**src/inc/fcil_defs.svh**
```systemverilog
// register offsets, field positions, reset values and bus codes of the flash interrupt logic
`ifndef FCIL_DEFS_SVH
`define FCIL_DEFS_SVH

// ***************************************************************
// register map
// ***************************************************************
`define FCIL_ADDR_W 12
`define FCIL_OFF_RAW_STATUS 12'h00c
`define FCIL_OFF_MASK 12'h010
`define FCIL_OFF_MASKED_CLR 12'h014

// ***************************************************************
// fields
// ***************************************************************
`define FCIL_NUM_SRC 2
`define FCIL_BIT_BAD_ACCESS 0
`define FCIL_BIT_PROG_DONE 1
`define FCIL_RAW_RESET 2'h0
`define FCIL_MASK_RESET 2'h0
`define FCIL_RDATA_RESET 32'h0000_0000

// ***************************************************************
// bus codes
// ***************************************************************
`define FCIL_HRESP_OKAY 1'b0
`define FCIL_HSIZE_WORD 3'h2

`endif

```
**src/inc/fcil_pkg.sv**
```systemverilog
// types shared by the flash interrupt logic modules
`include "fcil_defs.svh"

package fcil_pkg;

  // ***************************************************************
  // vectors and enumerations
  // ***************************************************************
  typedef logic [`FCIL_NUM_SRC-1:0] fcil_src_t;

  typedef enum logic [0:0] {
    FCIL_BUS_IDLE = 1'b0,
    FCIL_BUS_DATA = 1'b1
  } fcil_bus_e;

  // ***************************************************************
  // carriers
  // ***************************************************************
  typedef struct packed {
    logic prog_start;
    logic prog_done;
    logic bad_access;
  } fcil_evt_s;

  typedef struct packed {
    logic write;
    logic word_ok;
    logic [`FCIL_ADDR_W-1:0] addr;
  } fcil_req_s;

  // ***************************************************************
  // module state
  // ***************************************************************
  typedef struct packed {
    fcil_bus_e state;
    fcil_req_s req;
    logic hreadyout;
  } fcil_front_s;

  typedef struct packed {
    logic flag;
  } fcil_flag_s;

  typedef struct packed {
    fcil_src_t mask;
    logic [31:0] hrdata;
    logic irq;
    logic hresp;
  } fcil_top_s;

endpackage : fcil_pkg

```
**src/hdl/fcil_top.sv**
```systemverilog
// flash controller interrupt logic: raw flags, mask, masked status and clear over ahb-lite
// What this block does
// [RULE1] programming raw flag sets on cycle completion
// [RULE2] access raw flag sets on protection violation
// [RULE3] interrupt only when raw and mask set
// [RULE4] programming mask bit one, read-write, reset zero
// [RULE5] access mask bit zero, read-write, reset zero
// [RULE6] masked bit one shows unmasked programming flag
// [RULE7] masked bit zero shows unmasked access flag
// [RULE8] writing one clears programming masked and raw
// [RULE9] writing one clears access masked and raw
// [RULE10] software leaves bits above one unchanged
// [RULE11] control write last starts programming cycle
// [RULE12] zero writes and raw register writes ignored
//
// Decided for this implementation: the AHB-Lite register port.
`include "fcil_defs.svh"

module fcil_top (
  input wire logic clock,
  input wire logic rst,
  input wire logic hsel,
  input wire logic [31:0] haddr,
  input wire logic [1:0] htrans,
  input wire logic hwrite,
  input wire logic [2:0] hsize,
  input wire logic [31:0] hwdata,
  input wire logic hready,
  output logic hreadyout,
  output logic [31:0] hrdata,
  output logic hresp,
  input wire fcil_pkg::fcil_evt_s evt,
  output logic irq
);

  // ***************************************************************
  // bus front end
  // ***************************************************************
  fcil_pkg::fcil_req_s req;
  logic xfer_done;

  fcil_front u_front (
    .clock(clock),
    .rst(rst),
    .hsel(hsel),
    .haddr(haddr),
    .htrans(htrans),
    .hwrite(hwrite),
    .hsize(hsize),
    .hready(hready),
    .hreadyout(hreadyout),
    .req(req),
    .xfer_done(xfer_done)
  );

  // ***************************************************************
  // decode
  // ***************************************************************
  logic wr_hit;
  logic rd_hit;
  logic wr_mask;
  logic wr_clr;
  logic wr_raw;

  // writes of other sizes are dropped: only whole-word writes are supported
  assign wr_hit = xfer_done && req.write && req.word_ok;
  assign rd_hit = xfer_done && !req.write;
  assign wr_mask = wr_hit && (req.addr == `FCIL_OFF_MASK);
  assign wr_clr = wr_hit && (req.addr == `FCIL_OFF_MASKED_CLR);
  // raw status has no write path at all
  assign wr_raw = wr_hit && (req.addr == `FCIL_OFF_RAW_STATUS); // RULE12

  // ***************************************************************
  // raw status flags
  // ***************************************************************
  fcil_pkg::fcil_src_t set_vec;
  fcil_pkg::fcil_src_t clr_vec;
  fcil_pkg::fcil_src_t raw;
  fcil_pkg::fcil_src_t raw_next;

  always_comb begin
    set_vec = '0;
    set_vec[`FCIL_BIT_PROG_DONE] = evt.prog_done; // RULE1
    set_vec[`FCIL_BIT_BAD_ACCESS] = evt.bad_access; // RULE2
  end

  always_comb begin
    clr_vec = '0;
    if (wr_clr) begin
      // only ones clear; zeros leave the flag alone
      clr_vec = hwdata[`FCIL_NUM_SRC-1:0]; // RULE8 RULE9 RULE12
    end
    // a new cycle leaves the completion flag clear until it finishes
    if (evt.prog_start) begin
      clr_vec[`FCIL_BIT_PROG_DONE] = 1'b1; // RULE1 RULE11
    end
  end

  genvar gi;
  generate
    for (gi = 0; gi < `FCIL_NUM_SRC; gi = gi + 1) begin : g_src
      fcil_flag u_flag (
        .clock(clock),
        .rst(rst),
        .set_evt(set_vec[gi]),
        .clr_evt(clr_vec[gi]),
        .flag(raw[gi]),
        .flag_next(raw_next[gi])
      );
    end
  endgenerate

  // ***************************************************************
  // mask, read data and interrupt
  // ***************************************************************
  fcil_pkg::fcil_top_s s_reg;
  fcil_pkg::fcil_top_s s_next;
  fcil_pkg::fcil_src_t masked;

  assign masked = raw & s_reg.mask; // RULE6 RULE7

  always_comb begin
    s_next = s_reg;
    s_next.hresp = `FCIL_HRESP_OKAY;
    if (wr_mask) begin
      // upper bits are not stored; they read back as zero
      s_next.mask = hwdata[`FCIL_NUM_SRC-1:0]; // RULE4 RULE5
    end
    if (rd_hit) begin
      case (req.addr)
        `FCIL_OFF_RAW_STATUS: begin
          s_next.hrdata = {{(32-`FCIL_NUM_SRC){1'b0}}, raw};
        end
        `FCIL_OFF_MASK: begin
          s_next.hrdata = {{(32-`FCIL_NUM_SRC){1'b0}}, s_reg.mask};
        end
        `FCIL_OFF_MASKED_CLR: begin
          s_next.hrdata = {{(32-`FCIL_NUM_SRC){1'b0}}, masked}; // RULE6 RULE7
        end
        default: begin
          s_next.hrdata = `FCIL_RDATA_RESET;
        end
      endcase
    end
    // built from next values so irq matches the flags it registers beside
    s_next.irq = |(raw_next & s_next.mask); // RULE3
  end

  always_ff @(posedge clock or posedge rst) begin
    if (rst) begin
      s_reg <= '{mask: `FCIL_MASK_RESET, hrdata: `FCIL_RDATA_RESET, irq: 1'b0, hresp: `FCIL_HRESP_OKAY};
    end else begin
      s_reg <= s_next;
    end
  end

  assign hrdata = s_reg.hrdata;
  assign hresp = s_reg.hresp;
  assign irq = s_reg.irq;
endmodule : fcil_top

```
**src/hdl/fcil_flag.sv**
```systemverilog
// one sticky raw status flag with set priority over clear
`include "fcil_defs.svh"

module fcil_flag (
  input wire logic clock,
  input wire logic rst,
  input wire logic set_evt,
  input wire logic clr_evt,
  output logic flag,
  output logic flag_next
);

  fcil_pkg::fcil_flag_s s_reg;
  fcil_pkg::fcil_flag_s s_next;

  // ***************************************************************
  // next state
  // ***************************************************************
  // an event landing in the clearing cycle must not be lost
  always_comb begin
    s_next = s_reg;
    if (set_evt) begin
      s_next.flag = 1'b1;
    end else if (clr_evt) begin
      s_next.flag = 1'b0;
    end
  end

  always_ff @(posedge clock or posedge rst) begin
    if (rst) begin
      s_reg <= '0;
    end else begin
      s_reg <= s_next;
    end
  end

  assign flag = s_reg.flag;
  assign flag_next = s_next.flag;
endmodule : fcil_flag

```
**src/hdl/fcil_front.sv**
```systemverilog
// ahb-lite address phase capture with one wait state per transfer
`include "fcil_defs.svh"

module fcil_front (
  input wire logic clock,
  input wire logic rst,
  input wire logic hsel,
  input wire logic [31:0] haddr,
  input wire logic [1:0] htrans,
  input wire logic hwrite,
  input wire logic [2:0] hsize,
  input wire logic hready,
  output logic hreadyout,
  output fcil_pkg::fcil_req_s req,
  output logic xfer_done
);

  fcil_pkg::fcil_front_s s_reg;
  fcil_pkg::fcil_front_s s_next;

  // ***************************************************************
  // next state
  // ***************************************************************
  // the wait state lets a write settle before any following read samples it
  always_comb begin
    s_next = s_reg;
    case (s_reg.state)
      fcil_pkg::FCIL_BUS_IDLE: begin
        if (hsel && htrans[1] && hready) begin
          s_next.state = fcil_pkg::FCIL_BUS_DATA;
          s_next.req.write = hwrite;
          s_next.req.word_ok = (hsize == `FCIL_HSIZE_WORD);
          s_next.req.addr = haddr[`FCIL_ADDR_W-1:0];
          s_next.hreadyout = 1'b0;
        end
      end
      fcil_pkg::FCIL_BUS_DATA: begin
        s_next.state = fcil_pkg::FCIL_BUS_IDLE;
        s_next.hreadyout = 1'b1;
      end
      default: begin
        s_next.state = fcil_pkg::FCIL_BUS_IDLE;
        s_next.hreadyout = 1'b1;
      end
    endcase
  end

  always_ff @(posedge clock or posedge rst) begin
    if (rst) begin
      s_reg <= '{state: fcil_pkg::FCIL_BUS_IDLE, req: '0, hreadyout: 1'b1};
    end else begin
      s_reg <= s_next;
    end
  end

  assign hreadyout = s_reg.hreadyout;
  assign req = s_reg.req;
  assign xfer_done = (s_reg.state == fcil_pkg::FCIL_BUS_DATA);

endmodule : fcil_front

```
**config.mk**
```make
export PLATFORM = sky130hd
export DESIGN_NAME = fcil_top
export DESIGN_NICKNAME = d
export VERILOG_FILES = /design/src/inc/fcil_pkg.sv /design/src/hdl/fcil_top.sv /design/src/hdl/fcil_flag.sv /design/src/hdl/fcil_front.sv
export VERILOG_INCLUDE_DIRS = /design/src /design/src/inc
export SDC_FILE = /design/constraint.sdc
export NUM_CORES = 1
export LEC_CHECK = 0
export ABC_AREA = 1
export ABC_CLOCK_PERIOD_IN_PS = 1000
export BUFFER_PORTS_ARGS = -buffer_cell sky130_fd_sc_hd__buf_2
export CAP_MARGIN = 20
export CORE_ASPECT_RATIO = 0.9
export CORE_UTILIZATION = 35
export DETAILED_ROUTE_END_ITERATION = 10
export MAX_ROUTING_LAYER = met4
export PLACE_DENSITY = 0.76
export SETUP_SLACK_MARGIN = 0.5
export SLEW_MARGIN = 20
export SYNTH_ARGS = -nofsm -noshare
export SYNTH_HDL_FRONTEND = slang
export SYNTH_SLANG_ARGS = --single-unit
```
**constraint.sdc**
```tcl
create_clock -name clock -period 1 [get_ports clock]
set_input_delay 0.2 -clock clock [delete_from_list [all_inputs] [get_ports clock]]
set_output_delay 0.2 -clock clock [all_outputs]
set_load 0.02 [all_outputs]
```
==> results list <==
- Floorplan die area: 0.00413 mm2
* Weighted congestion at the end of routability-driven global placement: 0.814
- Clock buffers created by TritonCTS: 3
- Highest-count cells in the layout ignoring fill and taps: 31 x conb_1, 27 x nand2_1, 25 x buf_2, 22 x dfrtp_1
- Storage element area: 577 um2
- Area Overhead vs Synth: 39.7%
- Clock tree synthesis found a total of 23 sinks.
- Required @ worst endpoint: 1.17 ns
- The detailed router finished its first iteration with 14 violations.
- Effective utilization at floorplan: 36.6%
* Portion of the post-synthesis area used by sequential elements: 42.5%
* Leakage: 1.00 nW
- The total count of hold-check failures in the final report is 22.
- Capture point of the worst reg-to-reg path: irq
* Estimated wirelength of the detail-placed design: 1.89 mm
- The die is 61.1 um tall.
- R2R Path Start: u_front.req[7]
- Register-to-Register Path Depth: 8
* Share of post-route cells with drive strength above 1: 47.2%
- CTS built an H-tree with a depth of 1.
- Kind of start point of the critical path: register
* Data arrival time of the worst path: 1.40 ns
- Timing endpoint of the critical path: irq
* Avg Synthesized Cell Area: 8.12 um2
- The register with the most flip-flops in the layout has 14 of them.
- Largest driver fanout on the critical path: 3
- Summing all multi-input logic gate instances after layout gives 709 um2.
- Crit Path Category: reg -> reg
* Leading cell type in the layout, fill and taps excluded: conb_1
- The run finished, with violations left.
- After layout, the worst path uses 124% of the clock period.
* TritonCTS clock tree: yes
* Rel. slew slack: 66.5%
- Buffer levels on the longest clock path: 2
* FP Rows: 21
- Clock transition time at the flip-flop clock pins of the worst setup and hold paths: 0.08 ns
* Max Fclk: 809 MHz
- For flop-to-flop paths, the worst setup slack is -0.24 ns.
* Post-Route WL: 2.68 mm
- Root Driver: clkbuf_8
* Clock Latency Late Sink: 0.27 ns
* Sum of overflow across all layers after global routing: 0
* Final count of negative-setup-slack endpoints: 20
* IO Count: 112
- The via count of the first global-routing pass is 1,013.
- In the final design database the tool counted 296 nets.
* Cell Count, Final, Fillers Out: 264
* Residual antenna-violating net count after detailed routing: 0
* Timing startpoint of the critical path: u_front.req[7]
* Residual DRC: 0
* Min cycle time layout: 1.24 ns
- Final-layout worst hold slack: -0.0497 ns
* Wire length of the first global-routing pass: 4.40 mm
- Share of the synthesized area in the top cell type: 40.6%
- IR analysis of the VDD net gives a maximum drop of 0.792 mV.
- After synthesis the cells add up to 0.00136 mm2.
- Final core occ: 51.1%
- The number of antenna violations at the first check in global routing was 0.
- In the post-route analysis, the smallest setup slack over all paths is -0.236 ns.
* Max Cap Violations: 0
- For the final database, setup skew stands at 0.00624 ns.
- Setup repair after global routing missed its margin: yes
- The final-report max-slew violation count came to 0.
* Area post-placement: 0.00154 mm2
- Failing checks: negative hold slack, negative setup slack
- For this run, the total global-route usage over all layers was measured as 15.4%.
- The synthesized netlist contains 19 unique library cells.
* Areal power density over the cells: 1320 mW/mm2
- Mapped Cells: 167
* Number of vias in the routed layout: 1,091
* Final Cell Area: 0.00189 mm2
- For the pin with the worst max-slew slack, the measured transition is 0.501 ns.
- The worst setup path is captured at a register.
* Count of synthesis-stage warnings from yosys: 0
* TritonRoute pass-1 iters: 4
- After filler insertion, the fill cell instance count of the layout stands at 352.
- Entering global routing, the biggest net connects 24 pins.
- After detailed routing, the average wire length per cell comes to 10.2 um.
* Buffers on Ports: 29
- After detailed routing, the number of vias per cell comes to 4.13.
* Hold Crit Class: in -> async
- The number of antenna diodes in the final layout is 0.
- Core footprint: 0.00370 mm2
- The biggest area contributor in the post-synthesis netlist is dfrtp_1.
* Horiz. Die Dim: 67.6 um
- After detailed placement, the design holds a cell count of 250.
- Largest cells by area after synthesis: dfrtp_1 41%, buf_4 18%, nand2_1 13%, nand3_1 5.5%, inv_1 3.0%
- Post-synthesis register bit count: 23
## synth_stat cells, drive strengths merged
cell / n
buf: 35
conb: 1
dfrtp: 22
dfstp: 1
inv: 15
nand2: 49
nand3: 17
nand4: 4
nor2: 17
o21ai: 6
## worst max-delay path: stages, from the launching register on
cell	delay, ns
dfrtp_1	0.41
nor2_4	0.17
nand3_4	0.10
nor2_4	0.10
nand3_2	0.09
nand2_1	0.09
o21ai_2	0.07
nand2_1	0.07
nand2_1	0.04
## worst min path at each step
stage	start	to	cells after the start
after detailed placement	rst	u_front.req[3]	2
after CTS	rst	u_front.req[3]	2
final	rst	u_front.req[3]	2
after global placement	rst	u_front.req[3]	2
after global routing	rst	u_front.req[3]	2
after floorplan	rst	g_src[0].u_flag.flag	1
## routing by layer
layer,routed length [um],part of all wire (%),global-route usage [%]
met3,129,4.8,4.26
met2,1350,50,24.3
met5,0,0,-
met1,1170,44,18.6
met4,37,1.4,6.38
## repair_timing
action,in CTS,in global routing
endpoints found under the hold margin,22,22
gates cloned,2,0
setup buffers,6,2
pin swaps,3,4
resized for setup,25,28
setup endpoints to repair,27,27
## final cells by class
cell class | count | area share, %
Sequential cell | 23 | 30.4
Inverter | 15 | 3.43
Multi-Input combinational cell | 124 | 37.5
Timing Repair Buffer | 52 | 23.2
Clock buffer | 4 | 2.38
Tap cell | 46 | 3.04
## stage by stage
stage	hold slack [ns]	power, W	setup slack [ns]	setup TNS [ns]
3_5_place_dp	0.262	0.00178	-0.217	-1.03
6_report	-0.0497	0.00251	-0.236	-2.13
5_1_grt	-0.0119	0.00266	-0.318	-3.81
2_1_floorplan	0.0712	0.00165	-0.125	-0.318
4_1_cts	-0.0286	0.00246	-0.211	-1.92
3_3_place_gp	0.256	0.00177	-0.201	-0.774
## logic make-up after synthesis
kind of cell           after synthesis  share of synthesized area, %
AO/OA/AOI/OAI                        6                          2.49
other                                1                         0.276
AND/OR/NAND/NOR                     87                          31.6
buffers and inverters               50                          23.2
flip-flops                          23                          42.5
## power by group
| group | internal [W] | switching (W) | total (W) |
|---|---|---|---|
| registers | 0.00105 | 0.0000913 | 0.00114 |
| clock network | 0.000285 | 0.000299 | 0.000584 |
| logic | 0.000336 | 0.000448 | 0.000784 |
| total | 0.00167 | 0.000838 | 0.00251 |
Power figures use the tool's default switching activity.
